File: src/inc/simd_vrf_pkg.sv
// Shared constants, types and register map of the vector register file
`default_nettype none
package simd_vrf_pkg;
    // ==========================================================
    // Register map (AXI4-Lite byte addresses)
    localparam int AXI_AW = 4;
    localparam logic [AXI_AW-1:0] OFF_CSR = 4'h0;
    localparam logic [AXI_AW-1:0] OFF_FEATURE = 4'h4;
    localparam logic [AXI_AW-1:0] OFF_STATUS = 4'h8;
    localparam logic [AXI_AW-1:0] OFF_FLAGS = 4'hc;
    localparam logic [1:0] RESP_OKAY = 2'h0;
    localparam logic [1:0] RESP_SLVERR = 2'h2;
    // ==========================================================
    // Control/status and query values
    localparam logic [31:0] CSR_RESET = 32'h0000_1f80;
    localparam logic [15:0] CSR_UPPER_ZERO = 16'h0000;
    localparam int FEATURE_BIT = 25;
    localparam logic [31:0] FEATURE_VALUE = 32'h0200_0000;
    localparam logic [4:0] CNT_LONG = 5'h10;
    localparam logic [4:0] CNT_LEGACY = 5'h08;
    localparam logic [31:0] FLAGS_RESET = 32'h0000_0000;
    localparam int FLAG_CF = 0;
    localparam int FLAG_PF = 2;
    localparam int FLAG_AF = 4;
    localparam int FLAG_ZF = 6;
    localparam int FLAG_SF = 7;
    localparam int FLAG_OF = 11;
    // ==========================================================
    // Storage geometry
    localparam int VEC_W = 128;
    localparam int PKD_W = 64;
    localparam int NUM_VEC_ALL = 16;
    localparam int NUM_PKD_ALL = 8;
    localparam logic [VEC_W-1:0] MASK32 = 128'h0000_0000_0000_0000_0000_0000_ffff_ffff;
    localparam logic [VEC_W-1:0] MASK64 = 128'h0000_0000_0000_0000_ffff_ffff_ffff_ffff;
    localparam logic [VEC_W-1:0] MASK128 = 128'hffff_ffff_ffff_ffff_ffff_ffff_ffff_ffff;
    localparam logic [15:0] BE32 = 16'h000f;
    localparam logic [15:0] BE64 = 16'h00ff;
    localparam logic [15:0] BE128 = 16'hffff;
    // ==========================================================
    // Types
    typedef enum logic [2:0] {
        MODE_REAL = 3'h0,
        MODE_V86 = 3'h1,
        MODE_PROT = 3'h2,
        MODE_COMPAT = 3'h3,
        MODE_LONG = 3'h4
    } cpu_mode_t;
    typedef enum logic [1:0] {W32 = 2'h0, W64 = 2'h1, W128 = 2'h2} xfer_width_t;
    typedef enum logic [2:0] {
        OP_READ = 3'h0,
        OP_WRITE = 3'h1,
        OP_TO_PKD = 3'h2,
        OP_FROM_PKD = 3'h3,
        OP_TO_GP = 3'h4,
        OP_FROM_GP = 3'h5,
        OP_CSR_LOAD = 3'h6
    } vec_op_t;
    typedef struct packed {
        logic valid;
        vec_op_t op;
        logic ext_prefix;
        logic ext_idx_bit;
        logic operand_width_prefix_bit;
        logic [2:0] idx;
        logic [2:0] pk_idx;
        xfer_width_t width;
        logic [VEC_W-1:0] data;
    } vec_req_t;
    typedef struct packed {
        logic valid;
        logic [15:0][7:0] store_byte;
        logic [15:0] byte_en;
        logic [63:0] gp_data;
        logic gp_fault;
    } vec_rsp_t;
    typedef struct packed {
        logic valid;
        logic zf;
        logic pf;
        logic cf;
    } cmp_result_t;
endpackage
`default_nettype wire

File: src/logic/simd_vector_register_file.sv
// Vector register file with control/status, flags and AXI4-Lite access
// ==========================================================
// Overview of operation
// - Feature query result word reads with bit 25 set.
// - Outside 64-bit mode eight 128-bit vector registers, indices zero to seven.
// - In 64-bit mode sixteen vector registers are available.
// - Registers eight to fifteen only reachable through the extension prefix index bit.
// - An extension prefix without meaning is ignored; instruction runs unchanged.
// - Compatibility mode behaves like protected mode, eight registers.
// - One 32-bit control/status register governs the vector float operations.
// - Scalar operations touch only the lowest 32-bit lane.
// - Vector storage is separate; writes never alter other register sets.
// - Vector registers never feed memory address generation.
// - Loads and stores move 32, 64 or 128 bits.
// - Full store gives 16 bytes, register bits 7:0 at lowest address.
// - Some vector compares report through the processor flags register.
// - Usable in protected, real-address and virtual-8086 modes.
// - Width prefix bit selects a 64-bit general-purpose operand.
// - Eight 64-bit packed-integer registers exchange data with vector registers.
// - Control/status bits 31:16 reset to zero; non-zero write faults.
//
// Register access over AXI4-Lite and the register offsets are this design's own decisions.
`default_nettype none
module simd_vector_register_file
#(
    parameter int NUM_VEC = simd_vrf_pkg::NUM_VEC_ALL,
    parameter int NUM_PKD = simd_vrf_pkg::NUM_PKD_ALL
)
(
    // Clock and reset
    input wire logic clk,
    input wire logic reset_n,
    // AXI4-Lite write channels
    input wire logic [simd_vrf_pkg::AXI_AW-1:0] awaddr,
    input wire logic awvalid,
    output logic awready,
    input wire logic [31:0] wdata,
    input wire logic [3:0] wstrb,
    input wire logic wvalid,
    output logic wready,
    output logic [1:0] bresp,
    output logic bvalid,
    input wire logic bready,
    // AXI4-Lite read channels
    input wire logic [simd_vrf_pkg::AXI_AW-1:0] araddr,
    input wire logic arvalid,
    output logic arready,
    output logic [31:0] rdata,
    output logic [1:0] rresp,
    output logic rvalid,
    input wire logic rready,
    // Pipeline side
    input wire simd_vrf_pkg::cpu_mode_t cpu_mode,
    input wire simd_vrf_pkg::vec_req_t req,
    input wire simd_vrf_pkg::cmp_result_t cmp,
    output simd_vrf_pkg::vec_rsp_t rsp,
    output logic [31:0] simd_control_status_reg,
    output logic [31:0] processor_flags_reg
);
    import simd_vrf_pkg::*;

    // ==========================================================
    // Storage
    logic [VEC_W-1:0] vec_q [NUM_VEC];
    logic [PKD_W-1:0] pkd_q [NUM_PKD];
    logic [31:0] csr_q;
    logic [31:0] csr_d;
    logic [31:0] flags_q;
    logic [31:0] flags_d;
    vec_rsp_t rsp_q;
    vec_rsp_t rsp_d;

    // ==========================================================
    // Index resolution
    wire logic long_mode = (cpu_mode == MODE_LONG);
    // The prefix bit only widens the index in 64-bit mode; elsewhere it is dropped
    wire logic idx_hi = long_mode & req.ext_prefix & req.ext_idx_bit;
    wire logic [3:0] eff_idx = {idx_hi, req.idx};
    wire logic [VEC_W-1:0] vec_cur = vec_q[eff_idx];
    wire logic [7:0] cur_low_byte = vec_cur[7:0];
    wire logic [PKD_W-1:0] pkd_cur = pkd_q[req.pk_idx];

    // ==========================================================
    // Vector write path
    // No mode gates any operation, so every execution mode may use the file
    wire logic op_write = req.valid & (req.op == OP_WRITE);
    wire logic op_from_pkd = req.valid & (req.op == OP_FROM_PKD);
    wire logic op_from_gp = req.valid & (req.op == OP_FROM_GP);
    wire logic op_to_pkd = req.valid & (req.op == OP_TO_PKD);
    wire logic op_csr = req.valid & (req.op == OP_CSR_LOAD);
    wire logic vec_we = op_write | op_from_pkd | op_from_gp;
    // Scalar and narrow loads merge into the low lane and keep the rest
    wire logic [VEC_W-1:0] width_mask = (req.width == W32) ? MASK32 :
                                        (req.width == W64) ? MASK64 : MASK128;
    wire logic [VEC_W-1:0] gp_mask = req.operand_width_prefix_bit ? MASK64 : MASK32;
    wire logic [VEC_W-1:0] vec_src = op_from_pkd ? {{(VEC_W-PKD_W){1'b0}}, pkd_cur} : req.data;
    wire logic [VEC_W-1:0] vec_msk = op_from_pkd ? MASK64 : op_from_gp ? gp_mask : width_mask;
    wire logic [VEC_W-1:0] vec_new = (vec_cur & ~vec_msk) | (vec_src & vec_msk);

    // Data arrays carry no reset: their contents are undefined until written
    always_ff @(posedge clk) begin
        if (vec_we) begin
            vec_q[eff_idx] <= vec_new;
        end
        if (op_to_pkd) begin
            pkd_q[req.pk_idx] <= vec_cur[PKD_W-1:0];
        end
    end

    // ==========================================================
    // Read and store response
    wire logic [15:0] store_be = (req.width == W32) ? BE32 : (req.width == W64) ? BE64 : BE128;
    wire logic op_to_gp = req.valid & (req.op == OP_TO_GP);
    wire logic [VEC_W-1:0] gp_word = vec_cur & gp_mask;
    wire logic csr_ld_bad = req.data[31:16] != CSR_UPPER_ZERO;
    logic [15:0][7:0] store_bytes;

    // Byte 0 of the store is register bits 7:0; addresses ascend with byte index
    genvar gb;
    generate
        for (gb = 0; gb < 16; gb++) begin : g_store_byte
            assign store_bytes[gb] = vec_cur[8*gb +: 8];
        end
    endgenerate

    // Only data leaves here; no vector value reaches any address port
    assign rsp_d.valid = req.valid;
    assign rsp_d.store_byte = store_bytes;
    assign rsp_d.byte_en = (req.op == OP_READ) ? store_be : 16'h0000;
    assign rsp_d.gp_data = op_to_gp ? gp_word[63:0] : 64'h0000_0000_0000_0000;
    assign rsp_d.gp_fault = op_csr & csr_ld_bad;

    // ==========================================================
    // Processor flags, updated by compares
    assign flags_d = cmp.valid ? ((flags_q & ~((32'h1 << FLAG_OF) | (32'h1 << FLAG_SF) | (32'h1 << FLAG_AF)
                     | (32'h1 << FLAG_ZF) | (32'h1 << FLAG_PF) | (32'h1 << FLAG_CF)))
                     | ({31'h0, cmp.zf} << FLAG_ZF) | ({31'h0, cmp.pf} << FLAG_PF)
                     | ({31'h0, cmp.cf} << FLAG_CF)) : flags_q;

    // ==========================================================
    // AXI4-Lite slave
    logic awready_q;
    logic wready_q;
    logic bvalid_q;
    logic [1:0] bresp_q;
    logic arready_q;
    logic rvalid_q;
    logic [1:0] rresp_q;
    logic [31:0] rdata_q;
    logic aw_have_q;
    logic w_have_q;
    logic [AXI_AW-1:0] aw_addr_q;
    logic [31:0] w_data_q;
    logic [3:0] w_strb_q;

    wire logic aw_take = awvalid & awready_q;
    wire logic w_take = wvalid & wready_q;
    wire logic wr_fire = aw_have_q & w_have_q & ~bvalid_q;
    wire logic aw_have_d = aw_take | (aw_have_q & ~wr_fire);
    wire logic w_have_d = w_take | (w_have_q & ~wr_fire);
    wire logic bvalid_d = wr_fire | (bvalid_q & ~bready);
    wire logic ar_take = arvalid & arready_q;
    wire logic rvalid_d = ar_take | (rvalid_q & ~rready);
    logic [31:0] strb_mask;

    genvar gs;
    generate
        for (gs = 0; gs < 4; gs++) begin : g_strb
            assign strb_mask[8*gs +: 8] = {8{w_strb_q[gs]}};
        end
    endgenerate

    wire logic [31:0] csr_merged = (csr_q & ~strb_mask) | (w_data_q & strb_mask);
    wire logic axi_csr_hit = aw_addr_q == OFF_CSR;
    wire logic axi_csr_ok = axi_csr_hit & (csr_merged[31:16] == CSR_UPPER_ZERO);
    // Other words are read-only; writing them or an unmapped address answers SLVERR
    wire logic [1:0] bresp_d = wr_fire ? (axi_csr_ok ? RESP_OKAY : RESP_SLVERR) : bresp_q;
    // A pipeline load and a bus write in one cycle: the pipeline load wins
    assign csr_d = (op_csr & ~csr_ld_bad) ? req.data[31:0] :
                   (wr_fire & axi_csr_ok) ? csr_merged : csr_q;

    wire logic [31:0] status_w = {19'h0, long_mode ? CNT_LONG : CNT_LEGACY, 5'h0, cpu_mode};
    wire logic rd_hit = (araddr == OFF_CSR) | (araddr == OFF_FEATURE) | (araddr == OFF_STATUS)
                        | (araddr == OFF_FLAGS);
    wire logic [31:0] rd_word = (araddr == OFF_CSR) ? csr_q :
                                (araddr == OFF_FEATURE) ? FEATURE_VALUE :
                                (araddr == OFF_STATUS) ? status_w :
                                (araddr == OFF_FLAGS) ? flags_q : 32'h0000_0000;

    // ==========================================================
    // Control registers
    always_ff @(posedge clk or negedge reset_n) begin
        if (!reset_n) begin
            csr_q <= CSR_RESET;
            flags_q <= FLAGS_RESET;
            rsp_q <= '0;
            awready_q <= 1'b0;
            wready_q <= 1'b0;
            bvalid_q <= 1'b0;
            bresp_q <= RESP_OKAY;
            arready_q <= 1'b0;
            rvalid_q <= 1'b0;
            rresp_q <= RESP_OKAY;
            rdata_q <= 32'h0000_0000;
            aw_have_q <= 1'b0;
            w_have_q <= 1'b0;
            aw_addr_q <= '0;
            w_data_q <= 32'h0000_0000;
            w_strb_q <= 4'h0;
        end else begin
            csr_q <= csr_d;
            flags_q <= flags_d;
            rsp_q <= rsp_d;
            aw_have_q <= aw_have_d;
            w_have_q <= w_have_d;
            awready_q <= ~aw_have_d;
            wready_q <= ~w_have_d;
            bvalid_q <= bvalid_d;
            bresp_q <= bresp_d;
            arready_q <= ~rvalid_d;
            rvalid_q <= rvalid_d;
            if (aw_take) begin
                aw_addr_q <= awaddr;
            end
            if (w_take) begin
                w_data_q <= wdata;
                w_strb_q <= wstrb;
            end
            if (ar_take) begin
                rdata_q <= rd_hit ? rd_word : 32'h0000_0000;
                rresp_q <= rd_hit ? RESP_OKAY : RESP_SLVERR;
            end
        end
    end

    assign awready = awready_q;
    assign wready = wready_q;
    assign bvalid = bvalid_q;
    assign bresp = bresp_q;
    assign arready = arready_q;
    assign rvalid = rvalid_q;
    assign rresp = rresp_q;
    assign rdata = rdata_q;
    assign rsp = rsp_q;
    assign simd_control_status_reg = csr_q;
    assign processor_flags_reg = flags_q;

    // ==========================================================
    // Checks
    logic chk_arm_q;
    logic [3:0] chk_idx_q;
    logic [VEC_W-33:0] chk_hi_q;

    always_ff @(posedge clk or negedge reset_n) begin
        if (!reset_n) begin
            chk_arm_q <= 1'b0;
        end else begin
            chk_arm_q <= op_write & (req.width == W32);
        end
    end

    always_ff @(posedge clk) begin
        chk_idx_q <= eff_idx;
        chk_hi_q <= vec_cur[VEC_W-1:32];
    end
endmodule
`default_nettype wire

File: config.mk
export PLATFORM = sky130hd
export DESIGN_NAME = simd_vector_register_file
export DESIGN_NICKNAME = d
export VERILOG_FILES = /design/src/inc/simd_vrf_pkg.sv /design/src/logic/simd_vector_register_file.sv
export SDC_FILE = /design/constraint.sdc
export NUM_CORES = 2
export LEC_CHECK = 0
export BUFFER_PORTS_ARGS = -buffer_cell sky130_fd_sc_hd__clkbuf_2
export CAP_MARGIN = 20
export CORE_ASPECT_RATIO = 0.5
export CORE_UTILIZATION = 35
export DETAILED_ROUTE_END_ITERATION = 16
export GPL_ROUTABILITY_DRIVEN = 0
export HOLD_SLACK_MARGIN = 0.15
export PLACE_DENSITY = 0.56
export SLEW_MARGIN = 20
export SYNTH_ARGS = -nofsm -noshare
export SYNTH_HDL_FRONTEND = slang
export SYNTH_SLANG_ARGS = --single-unit
File: constraint.sdc
create_clock -name clk -period 2.3 [get_ports clk]
set_clock_uncertainty 0.05 [all_clocks]
set_input_delay 0.23 -clock clk [delete_from_list [all_inputs] [get_ports clk]]
set_output_delay 0.23 -clock clk [all_outputs]
set_load 0.05 [all_outputs]
==> flow_metrics.env <==
export IMPL_synth_yosys_seq_area_share=0.790
export IMPL_max_flop_register="vec_q"
export IMPL_cts_root_buf="clkbuf_16"
export IMPL_worst_pin_slew_ns=0.855
export IMPL_clock_sinks=2873
export IMPL_switching_share=0.231
export IMPL_drv_slew=0
export IMPL_via_per_inst=5.36
export IMPL_die_h_um=393
export IMPL_crit_path_start_kind="primary input"
export IMPL_powerDensity_nw_per_um2=842
export IMPL_seq_power_share=0.520
export IMPL_cts_buffer_depth=4
export IMPL_core_area_um2=304000
export IMPL_pwr_share_clk=0.388
export IMPL_synth_most_common_cell="edfxtp_1"
export IMPL_fin_setup_tns_ns=0
export IMPL_power_switching_w=0.0263
export IMPL_hp_class="in2reg"
export IMPL_outcome="finished, final reports clean"
export IMPL_rsz0062_at_grt="yes"
export IMPL_grt_overflow_total=0
export IMPL_vdd_drop_max_mv=0.595
export IMPL_p_int_w=0.0873
export IMPL_numCtsBuffers=274
export IMPL_final_area_um2=135000
export IMPL_synth_top_area_frac=0.717
export IMPL_whs_ns=0.153
export IMPL_grt_pass1_vias=59600
export IMPL_drtIter0Drc=5867
export IMPL_synthCells=4873
export IMPL_cts_htree_levels=5
export IMPL_num_rows=143
export IMPL_hold_violations=0
export IMPL_worstPathArrival_ns=2.77
export IMPL_setup_worst_path_class="in2reg"
export IMPL_die_w_um=785
export IMPL_post_route_util=0.444
export IMPL_synth_edf_count=2560
export IMPL_hpwl_mm=196
export IMPL_area_growth_pct=25.9
export IMPL_yosys_warnings=0
export IMPL_routed_via_count=57500
export IMPL_fillers=25600
export IMPL_synth_flop_cell="edfxtp_1"
export IMPL_required_ns=2.80
export IMPL_fin_nets=6642
export IMPL_synthArstFlopShare=0.109
export IMPL_io_pins=516
export IMPL_worst_path_max_fanout=36
export IMPL_antenna_found_initial=10
export IMPL_finalWirelength_mm=308
export IMPL_dr_pass1_iters=5
export IMPL_setup_viol=0
export IMPL_timing_final_crit_share=0.986
export IMPL_synth_cell_types=60
export IMPL_route_detailed_drc=0
export IMPL_max_freq_mhz=441
export IMPL_synth_common_cells="edfxtp_1 (2560), mux4_2 (550), dfrtp_1 (307)"
export IMPL_grt_use_total=0.195
export IMPL_layout_drive_gt1_share=0.370
export IMPL_cap_violations=0
export IMPL_total_leakage_power_nw=46.5
export IMPL_path_clk_slew_ns=0.07
export IMPL_cts_tree="yes"
export IMPL_largest_reg_flops=2048
export IMPL_slew_headroom=0.427
export IMPL_grt_pass1_wl_mm=438
export IMPL_placed_area_um2=123000
export IMPL_fin_crit_ns=2.27
export IMPL_syn_cell_area_um2=107000
export IMPL_grt_max_degree=58
export IMPL_ys_seq_elements=2873
export IMPL_end_kind="flip-flop"
export IMPL_syn_avg_cell_area_um2=22.0
export IMPL_initial_core_util=0.353
export IMPL_wl_per_cell_um=28.7
export IMPL_power_frac_comb=0.091
export IMPL_insertion_delay_ns=0.84
export IMPL_synthTopCellsByArea="edfxtp_1 (72%), mux4_2 (12%), dfrtp_1 (7.2%)"
export IMPL_yosys_area_top_type="edfxtp_1"
export IMPL_postRouteAntennaNets=0
export IMPL_die_area_um2=309000
export IMPL_port_buffers=484
## power groups by stage
| stage | logic (W) | registers, W | clock network, W |
|---|---|---|---|
| floorplan | 0.00416 | 0.0611 | 0 |
| global placement | 0.00919 | 0.0601 | 0 |
| detailed placement | 0.00946 | 0.0602 | 0 |
| CTS | 0.0104 | 0.0591 | 0.0450 |
| global route | 0.0109 | 0.0591 | 0.0469 |
| finish | 0.0104 | 0.0591 | 0.0441 |
## routing by layer
metal,GRT usage,routed length [um]
met5,0,0
met4,0.0644,10900
met3,0.0235,17600
met2,0.330,153000
met1,0.264,126000
## logic make-up after synthesis
kind of cell / Yosys count / share of synthesized area
other: 1 / 0.0000350
multiplexers: 702 / 0.131
AO/OA/AOI/OAI: 617 / 0.0479
flip-flops: 2873 / 0.790
XOR/XNOR: 1 / 0.0000817
AND/OR/NAND/NOR: 308 / 0.0144
buffers and inverters: 371 / 0.0164
## cell usage in the layout (no fill, tap or decap), types with 23 or more instances in the layout
| cell type | instances |
|---|---|
| buf_12 | 288 |
| dlygate4sd3_1 | 286 |
| clkbuf_16 | 285 |
| a31oi_1 | 48 |
| inv_1 | 41 |
| clkinv_2 | 43 |
| conb_1 | 31 |
| dfrtp_1 | 306 |
| a221o_1 | 83 |
| a221oi_1 | 70 |
| mux4_2 | 550 |
| clkinv_1 | 36 |
| and3_1 | 31 |
| and2_1 | 34 |
| edfxtp_1 | 2560 |
| nand2_1 | 34 |
| nor2_1 | 103 |
| o22ai_1 | 23 |
| clkbuf_1 | 66 |
| mux2i_1 | 26 |
| a22o_1 | 201 |
| a22oi_1 | 24 |
| a221oi_2 | 26 |
| clkbuf_2 | 480 |
| buf_4 | 531 |
| o21ai_0 | 56 |
| mux2_2 | 126 |
## repair_timing
item,in CTS,in global routing
cloned,0,1
hold endpoints to repair,2260,0
hold buffers,287,0
pin swaps,0,2
setup endpoints to repair,32,82
buffers inserted,0,1
resized for setup,5,15
## area by class of cell
cell class                 count  area [um^2]  area share
antenna                        7         17.5    0.000130
clock buffer                 371         7640      0.0566
clock inverter               118          960     0.00711
inverter                      41          154     0.00114
multi-input combinational   1659        21300       0.158
sequential                  2873        84700       0.628
tap                         4060         5080      0.0376
timing repair buffer        1592        15100       0.112
## metrics by stage
step,power [W],worst slack (ns),std cells
2_1_floorplan,0.0653,-1.37,4903
3_3_place_gp,0.0693,-0.803,9936
3_5_place_dp,0.0696,-0.808,9936
4_1_cts,0.114,0.000566,10700
5_1_grt,0.117,-0.0712,10700
6_report,0.114,0.0318,10700
## worst max-delay path: stages
cell and delay [ns]:
dlygate4sd3_1 0.56, buf_8 0.19, buf_12 0.19, buf_12 0.24, mux4_2 0.35, a22o_1 0.26
a221o_1 0.29, mux2_2 0.40
## worst paths after layout
path                                    startpoint                      end  slack, ns  cells after the start
max in group asynchronous                  reset_n       rsp[136]$_DFF_PN0_       1.53                      3
min reg2reg                   rdata[0]$_DFFE_PN0P_     rdata[0]$_DFFE_PN0P_       0.45                      2
max                                       req[134]  vec_q[7][106]$_DFFE_PP_       0.03                      8
max reg2reg                vec_q[11][40]$_DFFE_PP_   vec_q[0][40]$_DFFE_PP_       0.04                      5
min                                      araddr[1]     rdata[3]$_DFFE_PN0P_       0.15                      5
min in group asynchronous                  reset_n                async pin       0.22                      2
Note: power is estimated with default switching activity, not from simulation.
